`config.mk`:
```
export PLATFORM = sky130hd
export DESIGN_NAME = sfd_spi_slave
export DESIGN_NICKNAME = d
export VERILOG_FILES = /design/src/hw/sfd_pkg.sv /design/src/hw/sfd_sync.sv /design/src/hw/sfd_diag.sv /design/src/hw/sfd_spi_slave.sv
export SDC_FILE = /design/constraint.sdc
export NUM_CORES = 1
export LEC_CHECK = 0
export BUFFER_PORTS_ARGS = -buffer_cell sky130_fd_sc_hd__buf_4
export CORE_ASPECT_RATIO = 0.6
export CORE_UTILIZATION = 30
export DETAILED_ROUTE_END_ITERATION = 10
export PLACE_DENSITY_LB_ADDON = 0.3
export SLEW_MARGIN = 20
export SYNTH_ARGS = -nofsm -noshare
export SYNTH_HDL_FRONTEND = slang
export SYNTH_SLANG_ARGS = --single-unit
export TNS_END_PERCENT = 100
```
`constraint.sdc`:
```
create_clock -name mclk -period 4.18 [get_ports mclk]
set_input_delay 0 -clock mclk [delete_from_list [all_inputs] [get_ports mclk]]
set_output_delay 0 -clock mclk [all_outputs]
set_load 0.005 [all_outputs]
```
`src/hw/sfd_pkg.sv`:
```
// Package of constants for the SPI frame handler and diagnosis word.
// Assumes a 200 MHz system clock sampling the host's serial pins.
package sfd_pkg;
	localparam int FRAME_BITS = 16;
	localparam int BYTE_BITS = 8;
	// Frame fields
	localparam int POS_WR = 15;
	localparam int POS_BANK = 14;
	localparam int POS_ADDR_HI = 13;
	localparam int POS_ADDR_LO = 8;
	localparam int POS_DIAG_REQ = 0;
	localparam int ADDR_W = 6;
	localparam int DATA_W = 8;
	// Diagnosis word bit positions
	localparam int DG_SOFTRST_GUV = 14;
	localparam int DG_SUPPLY_UV = 13;
	localparam int DG_STATE_HI = 12;
	localparam int DG_STATE_LO = 11;
	localparam int DG_XFER_ERR = 10;
	localparam int DG_MON = 9;
	localparam int DG_MFS = 8;
	localparam int DG_CAL = 7;
	localparam int DG_VINOV = 6;
	localparam int DG_OUT_OV = 5;
	localparam int DG_IVCCUV = 4;
	localparam int DG_OPEN_LOAD = 3;
	localparam int DG_SHRT = 2;
	localparam int DG_OT_SHUT = 1;
	localparam int DG_OT_WARN = 0;
	// Number of latched fault inputs on the fault_event port
	localparam int NFAULT = 7;
	localparam logic [15:0] DIAG_IDLE_WORD = 16'h1000;
	localparam logic [1:0] STATE_ACTIVE = 2'h2;
	// Bank 0 register map held here
	localparam logic [5:0] ADDR_LAST_USED = 6'h0f;
	localparam logic [15:0] READ_FLAG = 16'h8000;
	// Timing of the host link
	localparam int SCLK_MIN_PERIOD_NS = 200;
	localparam int MCLK_PERIOD_NS = 5;
	localparam int SCLK_MIN_CYC = SCLK_MIN_PERIOD_NS / MCLK_PERIOD_NS;
endpackage

```
`src/hw/sfd_sync.sv`:
```
// Two-flop synchroniser for pins from the host.
// Assumes inputs are asynchronous to mclk.
`timescale 1ns/1ps
module sfd_sync #(
	parameter int W = 3,
	parameter logic [W-1:0] INIT = '0
) (
	// System
	input wire logic mclk,
	input wire logic reset,
	// Data
	input wire logic [W-1:0] async_in,
	output logic [W-1:0] sync_out
);
	logic [W-1:0] meta_q;

	always_ff @(posedge mclk) begin
		if (reset) begin
			meta_q <= INIT;
			sync_out <= INIT;
		end else begin
			meta_q <= async_in;
			sync_out <= meta_q;
		end
	end
endmodule

```
`src/hw/sfd_diag.sv`:
```
// Diagnosis word builder: latched, clear-on-read and live bits.
// Assumes fault events are one-cycle or level inputs on mclk.
`timescale 1ns/1ps
module sfd_diag
	import sfd_pkg::*;
(
	// System
	input wire logic mclk,
	input wire logic reset,
	// Fault sources (supply_uv, vin_ov, out_ov, ivcc_uv, open_load, shorted, overtemp shutdown)
	input wire logic [NFAULT-1:0] fault_event,
	input wire logic softreset_event,
	input wire logic terr_event,
	// Live sources
	input wire logic gate_uv_live,
	input wire logic [1:0] op_state,
	input wire logic overtemp_warning_flag,
	input wire logic monitor_done_mirror,
	input wire logic fast_discharge_done_mirror,
	input wire logic calibration_done_mirror,
	input wire logic output_ov_latch_enable,
	// Controls
	input wire logic diag_read,
	input wire logic clear_latches_command,
	// Results
	output logic [15:0] standard_diagnosis,
	output logic protection_halt
);
	import sfd_pkg::*;

	logic [NFAULT-1:0] lat_q;
	logic softrst_q;
	logic xerr_q;
	logic [NFAULT-1:0] rd_clr;

	////////////////////////////////////////////////////////////////////////
	always_comb begin
		rd_clr = {NFAULT{diag_read}};
		rd_clr[6] = 1'b0;
		if (output_ov_latch_enable)
			rd_clr[2] = 1'b0;
	end

	// clear latches; set wins over clear
	always_ff @(posedge mclk) begin
		if (reset) begin
			lat_q <= '0;
		end else begin
			lat_q <= (lat_q & ~rd_clr & {NFAULT{~clear_latches_command}}) | fault_event;
		end
	end

	// set at reset and on failed frame
	always_ff @(posedge mclk) begin
		if (reset) begin
			xerr_q <= 1'b1;
		end else begin
			xerr_q <= (xerr_q & ~diag_read & ~clear_latches_command) | terr_event;
		end
	end

	always_ff @(posedge mclk) begin
		if (reset) begin
			softrst_q <= 1'b0;
		end else begin
			softrst_q <= (softrst_q & ~diag_read) | softreset_event;
		end
	end

	////////////////////////////////////////////////////////////////////////
	// word layout
	always_comb begin
		standard_diagnosis = '0;
		standard_diagnosis[DG_SOFTRST_GUV] = softrst_q | gate_uv_live;
		standard_diagnosis[DG_SUPPLY_UV] = lat_q[0];
		standard_diagnosis[DG_STATE_HI:DG_STATE_LO] = op_state;
		standard_diagnosis[DG_XFER_ERR] = xerr_q;
		standard_diagnosis[DG_MON] = monitor_done_mirror;
		standard_diagnosis[DG_MFS] = fast_discharge_done_mirror;
		standard_diagnosis[DG_CAL] = calibration_done_mirror;
		standard_diagnosis[DG_VINOV] = lat_q[1];
		standard_diagnosis[DG_OUT_OV] = lat_q[2];
		standard_diagnosis[DG_IVCCUV] = lat_q[3];
		standard_diagnosis[DG_OPEN_LOAD] = lat_q[4];
		standard_diagnosis[DG_SHRT] = lat_q[5];
		standard_diagnosis[DG_OT_SHUT] = lat_q[6];
		standard_diagnosis[DG_OT_WARN] = overtemp_warning_flag;
	end

	assign protection_halt = lat_q[6] | (lat_q[2] & output_ov_latch_enable);
endmodule

```
`src/hw/sfd_spi_slave.sv`:
```
// SPI slave frame handler with diagnosis word for an LED DC/DC controller.
// Assumes the host is SPI master; pins are sampled on mclk (200 MHz).
`timescale 1ns/1ps

// Overview of operation
// - Answer shifted now belongs to previous frame
// - Malformed frame answered with diagnosis word, transfer error bit set
// - First answer after undervoltage ignores old frames
// - Unused address answered with diagnosis word
// - Read answer MSB high, diagnosis MSB low
// - Answer frame may carry a new command
// - Fault flags latch, cleared by diagnosis read
// - Clear-latches resets flags and protections
// - Overtemp shutdown cleared only by command
// - Output overvoltage latched when enable set
// - State and temp warning are live
// - Routine done bits mirror internal bits
// - Soft-reset latch OR gate undervoltage
// - Idle healthy diagnosis word is 1000h
// - Serial input sampled on falling clock
// - Output released while chip select high, except for two cycles just after reset
// - Transfer error set after failure or reset
// - Sixteen-bit shift, act on select rising
module sfd_spi_slave
	import sfd_pkg::*;
#(
	parameter int NREG = 16
) (
	// System
	input wire logic mclk,
	input wire logic reset,
	// SPI pins
	input wire logic sclk,
	input wire logic chip_select_low_n,
	input wire logic sdi,
	output logic sdo,
	output logic sdo_oe,
	// Undervoltage of enable input, asynchronous
	input wire logic en_uv,
	// Fault sources and live status
	input wire logic [NFAULT-1:0] fault_event,
	input wire logic gate_uv_live,
	input wire logic [1:0] op_state,
	input wire logic overtemp_warning_flag,
	input wire logic monitor_done_mirror,
	input wire logic fast_discharge_done_mirror,
	input wire logic calibration_done_mirror,
	// Command decoding results
	input wire logic [ADDR_W-1:0] clear_latches_addr,
	input wire logic [ADDR_W-1:0] softreset_addr,
	input wire logic [ADDR_W-1:0] switching_mode_addr,
	// Outputs toward the regulator
	output logic clear_latches_pulse,
	output logic software_reset_command,
	output logic protection_halt,
	output logic [DATA_W-1:0] switching_mode_register,
	output logic write_strobe,
	output logic [ADDR_W-1:0] write_addr,
	output logic [DATA_W-1:0] write_data
);
	import sfd_pkg::*;

	logic sclk_s, sel_s, sdi_s, enuv_s;
	logic sclk_d1_q, sel_d1_q;
	logic halt_c;
	logic [15:0] shift_q;
	logic [15:0] out_q;
	logic [7:0] cnt_q;
	logic [15:0] resp_q;
	logic [DATA_W-1:0] regs_q [NREG];
	logic diag_read, terr, softrst_ev, clr_ev;
	logic [15:0] diag_word;
	logic frame_end, fall_edge, rise_edge, start;
	logic bad_q;
	logic [DATA_W-1:0] swt_q;

	function automatic logic addr_used(input logic [ADDR_W-1:0] a);
		return a <= ADDR_LAST_USED;
	endfunction

	////////////////////////////////////////////////////////////////////////
	sfd_sync #(.W(4), .INIT(4'b0010)) u_sync (
		.mclk(mclk),
		.reset(reset),
		.async_in({sclk, chip_select_low_n, sdi, en_uv}),
		.sync_out({sclk_s, sel_s, sdi_s, enuv_s})
	);

	always_ff @(posedge mclk) begin
		if (reset) begin
			sclk_d1_q <= 1'b0;
			sel_d1_q <= 1'b1;
		end else begin
			sclk_d1_q <= sclk_s;
			sel_d1_q <= sel_s;
		end
	end

	assign start = sel_d1_q & ~sel_s;
	assign frame_end = ~sel_d1_q & sel_s;
	assign fall_edge = ~sel_s & sclk_d1_q & ~sclk_s;
	assign rise_edge = ~sel_s & ~sclk_d1_q & sclk_s;

	////////////////////////////////////////////////////////////////////////
	// sixteen-bit shift register
	always_ff @(posedge mclk) begin
		if (reset) begin
			shift_q <= '0;
			cnt_q <= '0;
		end else if (start) begin
			cnt_q <= '0;
		end else if (fall_edge) begin
			shift_q <= {shift_q[14:0], sdi_s};
			if (cnt_q != 8'hff)
				cnt_q <= cnt_q + 8'h01;
		end
	end

	always_ff @(posedge mclk) begin
		if (reset) begin
			out_q <= '0;
		end else if (start) begin
			out_q <= resp_q;
		end else if (fall_edge) begin
			out_q <= {out_q[14:0], 1'b0};
		end
	end

	always_ff @(posedge mclk) begin
		if (reset) begin
			sdo <= 1'b0;
			sdo_oe <= 1'b0;
		end else begin
			sdo_oe <= ~sel_s;
			if (start)
				sdo <= resp_q[15];
			else if (rise_edge || fall_edge)
				sdo <= out_q[15];
		end
	end

	////////////////////////////////////////////////////////////////////////
	// count must be multiple of 8, at least 16
	always_comb begin
		terr = frame_end && ((cnt_q[2:0] != 3'h0) || (cnt_q < 8'(FRAME_BITS)));
	end

	always_comb begin
		diag_read = 1'b0;
		softrst_ev = 1'b0;
		clr_ev = 1'b0;
		if (frame_end && !terr) begin
			diag_read = ~shift_q[POS_WR] & shift_q[POS_DIAG_REQ];
			if (shift_q[POS_WR] && !shift_q[POS_BANK]) begin
				clr_ev = shift_q[POS_ADDR_HI:POS_ADDR_LO] == clear_latches_addr;
				softrst_ev = shift_q[POS_ADDR_HI:POS_ADDR_LO] == softreset_addr;
			end
		end
	end

	sfd_diag u_diag (
		.mclk(mclk),
		.reset(reset),
		.fault_event(fault_event | {6'h00, 1'b0} | {{(NFAULT-1){1'b0}}, enuv_s}),
		.softreset_event(softrst_ev),
		.terr_event(terr),
		.gate_uv_live(gate_uv_live),
		.op_state(op_state),
		.overtemp_warning_flag(overtemp_warning_flag),
		.monitor_done_mirror(monitor_done_mirror),
		.fast_discharge_done_mirror(fast_discharge_done_mirror),
		.calibration_done_mirror(calibration_done_mirror),
		.output_ov_latch_enable(swt_q[0]),
		.diag_read(diag_read),
		.clear_latches_command(clr_ev),
		.standard_diagnosis(diag_word),
		.protection_halt(halt_c)
	);

	////////////////////////////////////////////////////////////////////////
	// valid bank-0 write frame stored when its address is used (0fh or below)
	always_ff @(posedge mclk) begin
		if (reset) begin
			for (int i = 0; i < NREG; i++)
				regs_q[i] <= '0;
			swt_q <= '0;
		end else if (frame_end && !terr && shift_q[POS_WR] && !shift_q[POS_BANK]) begin
			if (addr_used(shift_q[POS_ADDR_HI:POS_ADDR_LO]))
				regs_q[shift_q[11:8]] <= shift_q[7:0];
			if (shift_q[POS_ADDR_HI:POS_ADDR_LO] == switching_mode_addr)
				swt_q <= shift_q[7:0];
		end
	end

	// Register each write for the regulator side
	always_ff @(posedge mclk) begin
		if (reset) begin
			write_strobe <= 1'b0;
			write_addr <= '0;
			write_data <= '0;
			clear_latches_pulse <= 1'b0;
			software_reset_command <= 1'b0;
			switching_mode_register <= '0;
			protection_halt <= 1'b0;
		end else begin
			protection_halt <= halt_c;
			write_strobe <= frame_end && !terr && shift_q[POS_WR] && !shift_q[POS_BANK];
			write_addr <= shift_q[POS_ADDR_HI:POS_ADDR_LO];
			write_data <= shift_q[7:0];
			clear_latches_pulse <= clr_ev;
			software_reset_command <= softrst_ev;
			switching_mode_register <= swt_q;
		end
	end

	////////////////////////////////////////////////////////////////////////
	// Answer frozen at frame end unless bad_q is set, before the read clears the latches
	always_ff @(posedge mclk) begin
		if (reset) begin
			bad_q <= 1'b1;
		end else if (enuv_s) begin
			bad_q <= 1'b1;
		end else if (frame_end) begin
			bad_q <= terr;
		end
	end

	always_ff @(posedge mclk) begin
		if (reset) begin
			resp_q <= '0;
		end else if (frame_end && !terr && !shift_q[POS_WR] && !shift_q[POS_DIAG_REQ]
				&& !shift_q[POS_BANK] && addr_used(shift_q[POS_ADDR_HI:POS_ADDR_LO])) begin
			resp_q <= READ_FLAG | {8'h00, regs_q[shift_q[11:8]]};
		end else if (frame_end) begin
			// writes, diagnosis requests, errors, unused address: diag MSB low, current diagnosis word
			resp_q <= diag_word;
			// error bit speaks of this frame
			resp_q[DG_XFER_ERR] <= terr;
		end else if (bad_q) begin
			resp_q <= diag_word;
		end
	end
endmodule

```
### Word-level counts from Yosys, hierarchy flattened

Memories as Yosys holds them, arrays and structs flattened. A register that Yosys moved wholly into a read port is not among the register bits.
Index checks and enable logic that the tools add are counted.

| word-level totals | value |
|---|---|
| bits in writable memories | 128 |
| register bits | 112 |
| memories | 1 |
| output and inout port bits | 28 |
| bits of input ports | 38 |
| word-level logic and storage cells | 110 |

Memory list:

| memory | depth | width | read ports | clocked after memory_dff | wr ports | RTL line | RTL |
|---|---|---|---|---|---|---|---|
| regs_q | 16 | 8 | 1 | 1 | 16 | sfd_spi_slave.sv:70 | `logic [DATA_W-1:0] regs_q [NREG];` |

| operators by class | value |
|---|---|
| muxes and demuxes | 24 |
| $add $sub $neg | 1 |
| equal/unequal tests | 4 |
| order comparisons | 2 |
| reductions and logical operators | 27 |
| bitwise logic cells | 28 |

Operators by type and width:

| operator | count |
|---|---|
| two-way mux 16 bit | 5 |
| equality test 6 bit | 3 |
| two-way mux 1 bit | 15 |
| AND 7 bit | 2 |
| two-way mux 4 bit | 3 |
| AND 1 bit | 11 |
| logical AND 1 bit | 9 |
| adder 8 x 1 -> 8 bit (second input constant) | 1 |
| less-than comparator 8 x 5 -> 1 bit (second input constant) | 1 |
| two-way mux 8 bit | 1 |
| != test 8 bit (second input constant) | 1 |
| NOT 1 bit | 8 |
| OR reduction 8 bit | 1 |
| NOT 6 -> 7 bit | 1 |
| OR 7 x 1 -> 7 bit | 1 |
| OR 7 bit | 1 |
| less-or-equal comparator 6 x 4 -> 1 bit (second input constant) | 1 |
| AND reduction 2 bit | 3 |
| nonzero test 2 bit | 3 |
| nonzero test 3 bit | 2 |
| OR reduction 2 bit | 3 |
| logical NOT 1 bit | 4 |
| OR 1 bit | 4 |
| logical OR 1 bit | 2 |

### Depth between registers and ports, before layout

| logic depth | value |
|---|---|
| word-level depth | 12 |
| depth in mapped cells | 8 |
| depth with buffers taken out | 6 |

### Modules after synthesis

A second synthesis with hierarchy kept.

| unflattened totals | value |
|---|---|
| cell total of the unflattened synthesis | 824 |
| area total of the unflattened synthesis | 10098.4 µm² |

Modules (own cells, without submodules):

| module | cells an instance | times used | area each (µm²) | seq. area each (µm²) |
|---|---|---|---|---|
| sfd_spi_slave | 766 | 1 | 9519.1 | 5825.6 |
| sfd_diag | 42 | 1 | 369.1 | 180.2 |
| sfd_sync | 16 | 1 | 210.2 | 160.2 |

### Least setup slack after synthesis

Ideal clock, no wire load.

| timing | value |
|---|---|
| path kind | flip-flop to flip-flop |
| start | reg shift_q[13] |
| end | mem regs_q[13][0], enable pin |
| buffers on the path | 1 |
| clock period less this slack | 2.503 ns |
| data required time | 3.796 ns |
| setup time | 0.384 ns |
| setup slack | 1.677 ns |
| data arrival time | 2.119 ns |
| cell stages (with the launch flop) | 6 |
| path through | dfxtp_1 -> buf_2 -> or3b_4 -> nor4_4 -> nand4_4 -> o21ai_0 |

RTL lines:

| item | RTL line | RTL |
|---|---|---|
| from (decl) | sfd_spi_slave.sv:66 | `logic [15:0] shift_q;` |
| from (signal assigned) | sfd_spi_slave.sv:113 | `shift_q <= {shift_q[14:0], sdi_s};` |
| to (decl) | sfd_spi_slave.sv:70 |  |

==> qor.txt <==
status: complete, no violations
Via density: 5.10
First-pass DRT Iterations: 6
CP Max Fanout: 18
Area Overhead vs Synth: 19.4%
crit path DAT: 3.33 ns
I/O pins: 66
Worst VDD drop: 0.000221 V
Worst setup EP type: flip-flop
initial core utilization: 0.307
Inserted Diodes: 0
Die Ht: 143 µm
wire length on met2: 11.0 mm
worst path cell trace: or3b_4, nor4_4, nand2_2, o21ai_0
Top delay family on crit path: simple AND/OR/NAND/NOR gates
Comb pwr share: 0.038
CP startpoint: shift_q[10]
global-route wire length before repair: 41.6 mm
max-cap violation count: 0
simple-gate area share of the yosys netlist: 0.165
area of the multi-input gates: 3520 µm²
post-detail-place hpwl: 20.0 mm
Synth area leaders: edfxtp_1 (39%), dfxtp_1 (23%), mux4_2 (7.2%), nor2_1 (6.4%), nor2b_1 (3.0%)
EDFF count, synth: 128
number of global-route vias before repair: 6,285
RSZ-0062 raised after global routing: false
largest area contributor in the netlist: edfxtp_1
Worst-path clk slew: 0.06 ns
post-synthesis async set-or-reset flop share: 0
CTS tree: yes
Slew @ Worst Pin: 1.10 ns
area of the core: 32,500 µm²
most frequent cells in the layout: nor2_1 (168), edfxtp_1 (128), dfxtp_1 (115)
post-synthesis compound-gate area fraction: 0.0729
dpl ws: 0.997 ns
Seq pwr share: 0.515
clock share of power: 0.446
Post-DRT Antenna Nets: 0
I/O Buffers: 65
Sw Pwr: 1.06 mW
predominant post-synthesis flop cell: edfxtp_1
DR iter-0 viols: 790
Mapped Cells: 822
FF+latch count, synth: 244
critical path's slowest cell: o21ai_0
period utilisation layout: 0.762
relative slew slack: 0.257
DR top layer: met4
# H-tree levels: 1
vias: 6,839
CP Class: reg -> reg
Post-Route Skew: 0.00790 ns
fin. max-slew vios: 0
met3 routed WL: 3.26 mm
Nets: 940
total internal power: 4.04 mW
Fin. Hold Viols: 0
sw frac: 0.207
post-synthesis sequential area ratio: 0.618
Setup Viol. Count Final: 0
routed len/inst: 21.2 µm
largest family of logic cells by synthesized area: simple AND/OR/NAND/NOR gates
Reg area: 6170 µm²
worst hold start: clear_latches_addr[4]
post-synth top area share: 0.385
# clock sinks: 244
clock insertion delay at the later pin of the skew report: 0.52 ns
Setup TNS Final: 0 ns
drc violations: 0
initial antenna violation count: 0
P_leak: 4.18 nW
warning count from the yosys run: 0
mux contribution to synthesized area: 0.0923
fill count: 3,155
commonest non-fill, non-tap cell in the layout: nor2_1
routability cong.: 0.843
Fmax: 314 MHz
Bufs and invs on worst path: 0
Power Dens Cells: 428 nW/µm²
total grt overflow: 0
Routed WL: 28.5 mm
Startpoint Class: flip-flop
Hold Crit Class: in -> reg
mapped cell area: 9980 µm²
die width: 237 µm
CP Data Required Time: 4.32 ns
worst r2r src: shift_q[10]
CP peak stage delay: 0.96 ns
Mapped Nets: 862
die area: 34,000 µm²
xor and xnor area share after synthesis: 0.0202
Adder-Cell Fraction of Synth Area: 0.00251
clock buffer depth: 3
clock period minus worst slack: 3.18 ns
share of post-route cells with drive strength above 1: 0.198
final setup margin: 0.996 ns
reg-to-reg slack, setup: 1.0 ns
Total GRT Usage: 0.167
total CTS buffers: 24
row count: 51
clock root buffer: clkbuf_16
synth unique cells: 51
post-CTS resize count: 0
Synth Area per Inst: 12.1 µm²
pin count of the biggest net entering global routing: 48
Post-Route M1 WL: 13.9 mm
==> power by group through the flow <==
stage	Clock, mW	Combinational (mW)	Sequential [mW]
floorplan	0	0.104	2.65
global placement	0	0.178	2.68
detailed placement	0	0.180	2.68
CTS	2.31	0.196	2.63
global route	2.40	0.213	2.63
finish	2.27	0.196	2.63
==> through the flow <==
stage	total power [mW]	instances	cell area, µm²	hold slack (ns)	util
finish	5.10	1341	11900	0.0158	0.366
floorplan	2.76	822	9980	0.104	-
global placement	2.85	1277	10900	0.193	0.334
CTS	5.13	1341	11900	0.00189	0.366
detailed placement	2.86	1277	10900	0.195	0.334
global route	5.25	1341	11900	0.0234	0.366
==> registers in the layout (all words and copies together), names as in the netlist, 4 cells and up, named ones only <==
signal and flops:
cnt_q 8, out_q 16, regs_q 128, resp_q 16, shift_q 16, switching_mode_register 8
swt_q 8, u_diag.lat_q 7, u_sync.meta_q 4, u_sync.sync_out 4, write_addr 6, write_data 8
==> worst register-to-register path: stages (launching register included) <==
cell and delay (ns):
dfxtp_1 0.51, or3b_4 0.44, nor4_4 0.51, nand2_2 0.39, o21ai_0 0.96
==> Yosys cell counts, types with 5 or more instances <==
cell type    n
nand3_1      6
xor2_1      19
a21oi_1     25
o2bb2ai_1    6
mux2i_1     11
inv_1        6
nor2b_1     48
a222oi_1    15
nand2_2      6
nor3_1       5
nor2_1     169
edfxtp_1   128
clkbuf_1    27
dfxtp_1    116
mux4_2      32
buf_6        5
a2111oi_0   25
nand2_1     67
buf_2       16
mux2_2       8
o21ai_0     22
o211ai_1     5
==> path summary, 6_finish.rpt <==
path | depth (start not counted) | end
worst max register to register | 4 | regs_q[6][0]
worst max-delay path | 4 | regs_q[6][0]
worst min register to register | 1 | u_sync.sync_out[1]
worst min-delay path | 5 | clear_latches_pulse
==> logic make-up after synthesis <==
family,Yosys count
xor gates and xnor gates,23
adders and majority gates,2
and+or+nand+nor,340
AOI/OAI and AO/OA,102
buffers and inverters,60
muxes,51
DFF,244
==> cell type report <==
| type | count | share of cell area |
|---|---|---|
| clock buffers | 35 | 0.0600 |
| repair buffers | 106 | 0.0712 |
| flip-flops and latches | 244 | 0.518 |
| well taps | 424 | 0.0445 |
| clock inverters | 8 | 0.00955 |
| inverters | 6 | 0.00189 |
| multi-input cells | 518 | 0.295 |
==> layer usage <==
| metal | vias to the layer above | global-route usage |
|---|---|---|
| li1 | 3146 | - |
| met1 | 3361 | 0.263 |
| met2 | 310 | 0.216 |
| met3 | 22 | 0.0570 |
| met4 | 0 | 0.0228 |
| met5 | - | 0 |
==> what timing repair did <==
action	in CTS	in global routing
endpoints found under the hold margin	50	0
buffers inserted	0	0
hold buffers	21	0
(Power assumes the default switching activity.)
